### src/dac_guard_pkg.sv
// shared constants and carriers for the dac output guard and trim block
package dac_guard_pkg;
   localparam int NUM_CH       = 4;
   localparam int DATA_W       = 16;
   localparam int OFFSET_W     = 8;
   localparam int FINE_W       = 6;
   localparam int RANGE_W      = 2;
   localparam int GPIO_W       = 2;
   localparam int GND_W        = 12;
   localparam int TRIM_W       = 20;

   // coarse range encodings
   localparam logic [1:0] RANGE_10V0   = 2'h0;
   localparam logic [1:0] RANGE_10V256 = 2'h1;
   localparam logic [1:0] RANGE_10V526 = 2'h2;

   // reset values
   localparam logic [7:0]  OFFSET_RST = 8'h00;
   localparam logic [5:0]  FINE_RST   = 6'h00;
   localparam logic [1:0]  RANGE_RST  = 2'h0;

   // field positions inside the trimmed code: offset carries 3 fraction bits
   localparam int FRAC_BITS    = 3;
   localparam int FINE_SHIFT   = 2;

   typedef enum logic [2:0] {
      GUARD_CLAMPED = 3'h1,
      GUARD_WAIT    = 3'h2,
      GUARD_LIVE    = 3'h4
   } guard_state_e;

   typedef struct packed {
      logic [RANGE_W-1:0]  range_sel;
      logic [FINE_W-1:0]   fine_gain;
      logic [OFFSET_W-1:0] offset;
   } ch_trim_s;

   typedef struct packed {
      logic amp_connect_gate;
      logic output_clamp_gate;
   } gate_s;
endpackage : dac_guard_pkg

### src/dac_channel_trim.sv
// per-channel digital offset, fine gain and ground compensation arithmetic
`timescale 1ns/100ps
`default_nettype none
module dac_channel_trim (
   input  wire logic                                   i_mclk,
   input  wire logic                                   i_sys_rst,
   input  wire logic [dac_guard_pkg::DATA_W-1:0]        i_code,
   input  wire dac_guard_pkg::ch_trim_s                 i_trim,
   input  wire logic                                   i_gnd_comp_en,
   input  wire logic signed [dac_guard_pkg::GND_W-1:0]  i_gnd_diff,
   output logic        [dac_guard_pkg::TRIM_W-1:0]       o_code,
   output logic        [dac_guard_pkg::RANGE_W-1:0]      o_range
);
   localparam int W = dac_guard_pkg::TRIM_W;
   logic signed [W-1:0] scaled;
   logic signed [W-1:0] fine;
   logic signed [W-1:0] ofs;
   logic signed [W-1:0] gnd;
   logic signed [W-1:0] code_q;
   logic signed [W-1:0] code_d;
   logic signed [2*W-1:0] prod;
   logic [dac_guard_pkg::RANGE_W-1:0] range_q;
   logic [dac_guard_pkg::RANGE_W-1:0] range_d;

   always_comb begin
      // code in eighths of an lsb, twos complement about midscale
      scaled = W'(signed'(i_code)) <<< dac_guard_pkg::FRAC_BITS;
      // half-lsb gain step applied at full scale ends, scaled by code
      fine   = W'(signed'(i_trim.fine_gain)) <<< dac_guard_pkg::FINE_SHIFT;
      // double width product, the 20-bit one overflows near full scale
      prod   = (2*W)'(fine) * (2*W)'(signed'(i_code));
      fine   = W'(prod >>> (dac_guard_pkg::DATA_W - 1));
      ofs    = W'(signed'(i_trim.offset));
      gnd    = i_gnd_comp_en ? W'(i_gnd_diff) : '0;
      code_d = scaled + fine + ofs + gnd;
      range_d = (i_trim.range_sel == dac_guard_pkg::RANGE_10V526) ? dac_guard_pkg::RANGE_10V526 :
                (i_trim.range_sel == dac_guard_pkg::RANGE_10V256) ? dac_guard_pkg::RANGE_10V256 :
                dac_guard_pkg::RANGE_10V0;
   end

   always_ff @(posedge i_mclk) begin
      if (i_sys_rst) begin
         code_q  <= '0;
         range_q <= dac_guard_pkg::RANGE_RST;
      end else begin
         code_q  <= code_d;
         range_q <= range_d;
      end
   end

   assign o_code  = code_q;
   assign o_range = range_q;
endmodule : dac_channel_trim
`default_nettype wire

### src/dac_output_guard_and_trim.sv
// output clamp sequencing, trims, gpio port and ground compensation for four channels
`timescale 1ns/100ps
`default_nettype none
module dac_output_guard_and_trim #(
   parameter int NUM_CH = dac_guard_pkg::NUM_CH
) (
   input  wire logic                                              i_mclk,
   input  wire logic                                              i_sys_rst,
   input  wire logic                                              i_supply_ok,
   input  wire logic                                              i_ext_reset_clamp_in_n,
   input  wire logic                                              i_data_wr,
   input  wire logic [1:0]                                        i_data_ch,
   input  wire logic [dac_guard_pkg::DATA_W-1:0]                  i_data,
   input  wire logic                                              i_trim_wr,
   input  wire logic [1:0]                                        i_trim_ch,
   input  wire dac_guard_pkg::ch_trim_s                           i_trim,
   input  wire logic                                              i_gnd_comp_en,
   input  wire logic [NUM_CH*dac_guard_pkg::GND_W-1:0]            i_gnd_diff,
   input  wire logic [dac_guard_pkg::GPIO_W-1:0]                  i_gpio_dir_out,
   input  wire logic [dac_guard_pkg::GPIO_W-1:0]                  i_gpio_set,
   input  wire logic [dac_guard_pkg::GPIO_W-1:0]                  i_gpio_pin_i,
   output logic      [dac_guard_pkg::GPIO_W-1:0]                  o_gpio_pin_o,
   output logic      [dac_guard_pkg::GPIO_W-1:0]                  o_gpio_pin_oe,
   output logic      [dac_guard_pkg::GPIO_W-1:0]                  o_gpio_readback,
   output logic                                                   o_supply_detect_out,
   output logic      [NUM_CH-1:0]                                 o_amp_connect_gate,
   output logic      [NUM_CH-1:0]                                 o_output_clamp_gate,
   output logic      [NUM_CH*dac_guard_pkg::TRIM_W-1:0]           o_channel_output,
   output logic      [NUM_CH*dac_guard_pkg::RANGE_W-1:0]          o_channel_range
);
   // channel index ports are two bits wide
   if (NUM_CH < 1 || NUM_CH > 4) begin : g_bad_num_ch
      $error("NUM_CH must be 1 to 4");
   end

   typedef struct packed {
      dac_guard_pkg::guard_state_e           st;
      logic [1:0]                            sup_sync;
      logic [1:0]                            rst_sync;
      logic [dac_guard_pkg::GPIO_W-1:0]      gp_s1;
      logic [dac_guard_pkg::GPIO_W-1:0]      gp_s2;
      logic [dac_guard_pkg::GPIO_W-1:0]      gp_out;
      logic [dac_guard_pkg::GPIO_W-1:0]      gp_oe;
      logic                                  sup_out;
      logic [NUM_CH-1:0]                     amp;
      logic [NUM_CH-1:0]                     clamp;
      logic [NUM_CH*dac_guard_pkg::DATA_W-1:0] data;
      dac_guard_pkg::ch_trim_s [NUM_CH-1:0]  trim;
   } state_s;

   state_s s_q;
   state_s s_d;
   logic   sup_ok;
   logic   ext_low;

   assign sup_ok  = s_q.sup_sync[1];
   assign ext_low = ~s_q.rst_sync[1];

   always_comb begin
      s_d = s_q;
      s_d.sup_sync = {s_q.sup_sync[0], i_supply_ok};
      s_d.rst_sync = {s_q.rst_sync[0], i_ext_reset_clamp_in_n};
      s_d.gp_s1    = i_gpio_pin_i;
      s_d.gp_s2    = s_q.gp_s1;
      s_d.sup_out  = sup_ok;
      s_d.gp_oe    = i_gpio_dir_out;
      s_d.gp_out   = i_gpio_set & i_gpio_dir_out;
      if (i_data_wr && 32'(i_data_ch) < NUM_CH) begin
         s_d.data[i_data_ch*dac_guard_pkg::DATA_W +: dac_guard_pkg::DATA_W] = i_data;
      end
      if (i_trim_wr && 32'(i_trim_ch) < NUM_CH) begin
         s_d.trim[i_trim_ch] = i_trim;
      end
      case (s_q.st)
         dac_guard_pkg::GUARD_CLAMPED: begin
            if (sup_ok && !ext_low) begin
               s_d.st = dac_guard_pkg::GUARD_WAIT;
            end
         end
         dac_guard_pkg::GUARD_WAIT: begin
            if (!sup_ok || ext_low) begin
               s_d.st = dac_guard_pkg::GUARD_CLAMPED;
            end else if (i_data_wr) begin
               s_d.st = dac_guard_pkg::GUARD_LIVE;
            end
         end
         dac_guard_pkg::GUARD_LIVE: begin
            if (!sup_ok || ext_low) begin
               s_d.st = dac_guard_pkg::GUARD_CLAMPED;
            end
         end
         default: s_d.st = dac_guard_pkg::GUARD_CLAMPED;
      endcase
      s_d.amp   = (s_d.st == dac_guard_pkg::GUARD_LIVE) ? '1 : '0;
      s_d.clamp = ~s_d.amp;
   end

   always_ff @(posedge i_mclk) begin
      if (i_sys_rst) begin
         s_q       <= '0;
         s_q.st    <= dac_guard_pkg::GUARD_CLAMPED;
         s_q.clamp <= '1;
         for (int i = 0; i < NUM_CH; i++) begin
            s_q.trim[i] <= '{dac_guard_pkg::RANGE_RST, dac_guard_pkg::FINE_RST, dac_guard_pkg::OFFSET_RST};
         end
      end else begin
         s_q <= s_d;
      end
   end

   genvar g;
   generate
      for (g = 0; g < NUM_CH; g++) begin : g_ch
         dac_channel_trim dac_channel_trim_inst (
            .i_mclk        (i_mclk),
            .i_sys_rst     (i_sys_rst),
            .i_code        (s_q.data[g*dac_guard_pkg::DATA_W +: dac_guard_pkg::DATA_W]),
            .i_trim        (s_q.trim[g]),
            .i_gnd_comp_en (i_gnd_comp_en),
            .i_gnd_diff    (i_gnd_diff[g*dac_guard_pkg::GND_W +: dac_guard_pkg::GND_W]),
            .o_code        (o_channel_output[g*dac_guard_pkg::TRIM_W +: dac_guard_pkg::TRIM_W]),
            .o_range       (o_channel_range[g*dac_guard_pkg::RANGE_W +: dac_guard_pkg::RANGE_W])
         );
      end
   endgenerate

   assign o_gpio_pin_o        = s_q.gp_out;
   assign o_gpio_pin_oe       = s_q.gp_oe;
   assign o_gpio_readback     = s_q.gp_s2;
   assign o_supply_detect_out = s_q.sup_out;
   assign o_amp_connect_gate  = s_q.amp;
   assign o_output_clamp_gate = s_q.clamp;
endmodule : dac_output_guard_and_trim
`default_nettype wire

### config.mk
export PLATFORM = sky130hd
export DESIGN_NAME = dac_output_guard_and_trim
export DESIGN_NICKNAME = d
export VERILOG_FILES = /design/src/dac_guard_pkg.sv /design/src/dac_channel_trim.sv /design/src/dac_output_guard_and_trim.sv
export SDC_FILE = /design/constraint.sdc
export NUM_CORES = 2
export LEC_CHECK = 0
export ABC_CLOCK_PERIOD_IN_PS = 11300
export BUFFER_PORTS_ARGS = -buffer_cell sky130_fd_sc_hd__buf_4
export CORE_MARGIN = 4
export CORE_UTILIZATION = 63
export CTS_CLUSTER_SIZE = 16
export DETAILED_ROUTE_END_ITERATION = 10
export GPL_ROUTABILITY_DRIVEN = 0
export GPL_TIMING_DRIVEN = 0
export PLACE_DENSITY_LB_ADDON = 0.05
export SETUP_SLACK_MARGIN = 0.02
export SYNTH_ARGS = -nofsm -noshare
export SYNTH_HDL_FRONTEND = slang
export SYNTH_SLANG_ARGS = --single-unit
### constraint.sdc
create_clock -name i_mclk -period 11.3 [get_ports i_mclk]
set_clock_uncertainty 0.05 [all_clocks]
set_input_delay 0.565 -clock i_mclk [delete_from_list [all_inputs] [get_ports i_mclk]]
set_output_delay 0.565 -clock i_mclk [all_outputs]
set_load 0.01 [all_outputs]
==> metrics.txt <==
status=finished clean; gr ovfl total=0; Final Hold Viols=0; DRT iter0 DRCs=1422; Unique masters post-synth=68; switching power=around 0.65 mW; DR DRC count=0; CTS tree=built; Setup CP Type=reg2reg; H-tree lvl count=1; IO Count=200; hold_buf cts=0; XOR/XNOR share of the synthesized area=3.84%; Hold WC Path Type=in2reg; Final ANT Viol Nets=0; later-pin clock latency in the skew report=0.54 ns; Rel. slew slack=a little over a tenth; vias in the first global route=20700; Sinks on Clock Net=234; unrepaired setup endpoints after global routing=false; Adder-Cell Fraction of Synth Area=42.9%; Synth async-reset ratio=0%; die area=43800 um2; pin count of the biggest net entering global routing=15; part of the power in registers=40.0%; # resized after CTS=0; core area=about 40000 um2; TritonCTS Buffers=25; drt pass-1 iters=8; min Tclk post-route=9.39 ns; Synth Flop Type=dfxtp_1; nets=3724; Synth warnings=0; post-synth top area cell=fa_1; setup_tns=0 ns; combinational share of power=21.1%; CP Data Arrival Time=9.74 ns; CP bufs+invs=5; post-synthesis simple-gate area fraction=around 18%; antenna violations before repair=5; wire per inst=19.2 um; CTS max path bufs=3; critical path endpoint category=flop; R2R depth=28; # port buffers=197; P_int=1.59 mW; via total after detailed routing=between 15000 and 20000; final core occ=between 70% and 80%; Post-CTS Setup Repair Bufs=0; top post-synthesis cells by area=fa_1 (32%), dfxtp_1 (18%), ha_1 (11%), and2_1 (6.9%), inv_1 (6.2%); Slowest-stage cell, CP=xnor2_1; drt total wl=~68 mm; Peak supply drop=between 0.1 and 0.15 mV; Critical Path RT=about 12 ns; period utilization=83.1%; Slew Viols, Final=0; crit-path leading delay family=adder cells; Achievable Freq=106 MHz; final setup vio count=0; Switching Share=between 20% and 30%; Cell Area, Synth=25500 um2; cell repeated most along the worst path=fa_1; hold path depth=2; CTS root buf=clkbuf_16; # fillers=3040; Initial Utilization=63.9%; share of the synthesized area in the top cell type=31.7%; EDFF count, synth=0; Crit Path Max Fanout=10; DIE WIDTH=209 um; number of synthesized register bits=234; Rows=73; die height=209 um; hpwl dp=55.7 mm; largest family of logic cells by synthesized area=adder cells; area grow syn2layout=11.8%; share of cells above drive strength 1=under 10%; Leak=14.2 nW; post-synthesis sequential area ratio=18.4%; Worst Max-Slew Pin Slew=1.33 ns; syn_nets=~3500; Vias per Instance=5.66; Clk pwr share=between 30% and 40%; Compound-Gate Fraction of Synth Area=9.49%; GRT Total Usage=31.1%; Pwr Density=78.4 nW/um2; post-synthesis mux area share=0.0441%; Crit path largest cell delay=1.03 ns; number of gates on the worst path with buffers counted=28; global-route wire length before repair=109 mm; Mean Syn Cell Area=9.22 um2; Synth Instances=2769; Worst-path clk slew=0.07 ns; crit path launch type=flop; max-cap viol count=0
metrics by stage:
stage / total power, mW / cell area, um2 / setup WS (ns) / hold slack (ns) / std cells
global placement: 1.37 / 27700 / 2.36 / 0.376 / 3491
CTS: 2.24 / 28500 / 2.05 / 0.163 / 3534
detailed placement: 1.38 / 27700 / 2.09 / 0.380 / 3491
floorplan: 1.19 / 25500 / 3.40 / 0.363 / 2769
global route: 2.33 / 28500 / 1.59 / 0.186 / 3535
finish: 2.24 / 28500 / 1.91 / 0.182 / 3536
cells in the mapped netlist, types with 28 or more instances:
cell type    n
a21o_1      28
a21oi_1    119
a22oi_1     65
and2_1     280
clkbuf_1    68
dfxtp_1    234
fa_1       404
ha_1       229
inv_1      423
nand2_1    263
nor2_1     212
nor2b_1     38
nor3_1      32
o21ai_0     48
xnor2_1     71
xor2_1      41
placed cells by master (no fill, tap or decap), types with 41 or more instances in the layout:
cell type / synthesis / routed
and2_1: 280 / 280
clkbuf_1: 68 / 69
dfxtp_1: 234 / 234
nor2_1: 212 / 212
ha_1: 229 / 229
a22oi_1: 65 / 65
xor2_1: 41 / 41
inv_1: 423 / 423
buf_4: 14 / 211
xnor2_1: 71 / 71
nand2_1: 263 / 263
o21ai_0: 48 / 48
a21oi_1: 119 / 119
fa_1: 404 / 404
registers in the layout (all words and copies together) (netlist names):
| register | cells |
|---|---|
| o_output_clamp_gate | 1 |
| s_q | 132 |
| s_d | 5 |
| o_gpio_pin_oe | 2 |
| g_ch.dac_channel_trim_inst.o_range | 8 |
| o_amp_connect_gate | 1 |
| g_ch.dac_channel_trim_inst.o_code | 80 |
| o_supply_detect_out | 1 |
| o_gpio_readback | 2 |
| o_gpio_pin_o | 2 |
worst paths after layout:
| path | start | slack, ns | to |
|---|---|---|---|
| setup / recovery | s_q[44]$_SDFFE_PP0P_ | 1.91 | g_ch[2].dac_channel_trim_inst.o_code[18]$_SDFF_PP0_ |
| hold / removal | i_gpio_set[1] | 0.18 | o_gpio_pin_o[1]$_SDFF_PP0_ |
| setup reg to reg | s_q[44]$_SDFFE_PP0P_ | 1.91 | g_ch[2].dac_channel_trim_inst.o_code[18]$_SDFF_PP0_ |
| hold reg to reg | s_d[141]$_SDFF_PP0_ | 0.39 | o_gpio_readback[0]$_SDFF_PP0_ |
final cells by class:
cell class                 instances  area, um2  share of cell area (%)
clock buffer                      30        684                    2.40
timing repair buffer             198       1480                    5.20
clock inverter                    13        188                   0.658
inverter                         423       1590                    5.56
multi-input combinational       2022      18900                    66.1
antenna                            1       2.50                 0.00877
sequential                       234       4680                    16.4
tap                              525        657                    2.30
buffer                            90        393                    1.38
power by group through the flow:
stage               Combinational (mW)  Clock (mW)  Sequential (mW)
finish                           0.472       0.872            0.895
global route                     0.522       0.913            0.898
CTS                              0.469       0.879            0.894
detailed placement               0.465           0            0.911
global placement                 0.455           0            0.911
floorplan                        0.271           0            0.916
layer usage:
metal / routed length [um] / global-route usage (%) / vias up / share of wire (%)
met4: 3230 / 11.9 / 8 / 4.8
met5: 59 / 0 / - / 0.087
met3: 5590 / 5.71 / 183 / 8.2
li1: - / - / 9187 / -
met1: 28000 / 42.7 / 9831 / 41
met2: 31100 / 49.6 / 789 / 46
kinds of logic after synthesis:
family / Yosys count
AOI/OAI and AO/OA: 365
DFF: 234
adders and majority gates: 633
buffers and inverters: 513
muxes: 1
and+or+nand+nor: 911
xor gates and xnor gates: 112
Note: power is estimated with default switching activity, not from simulation.
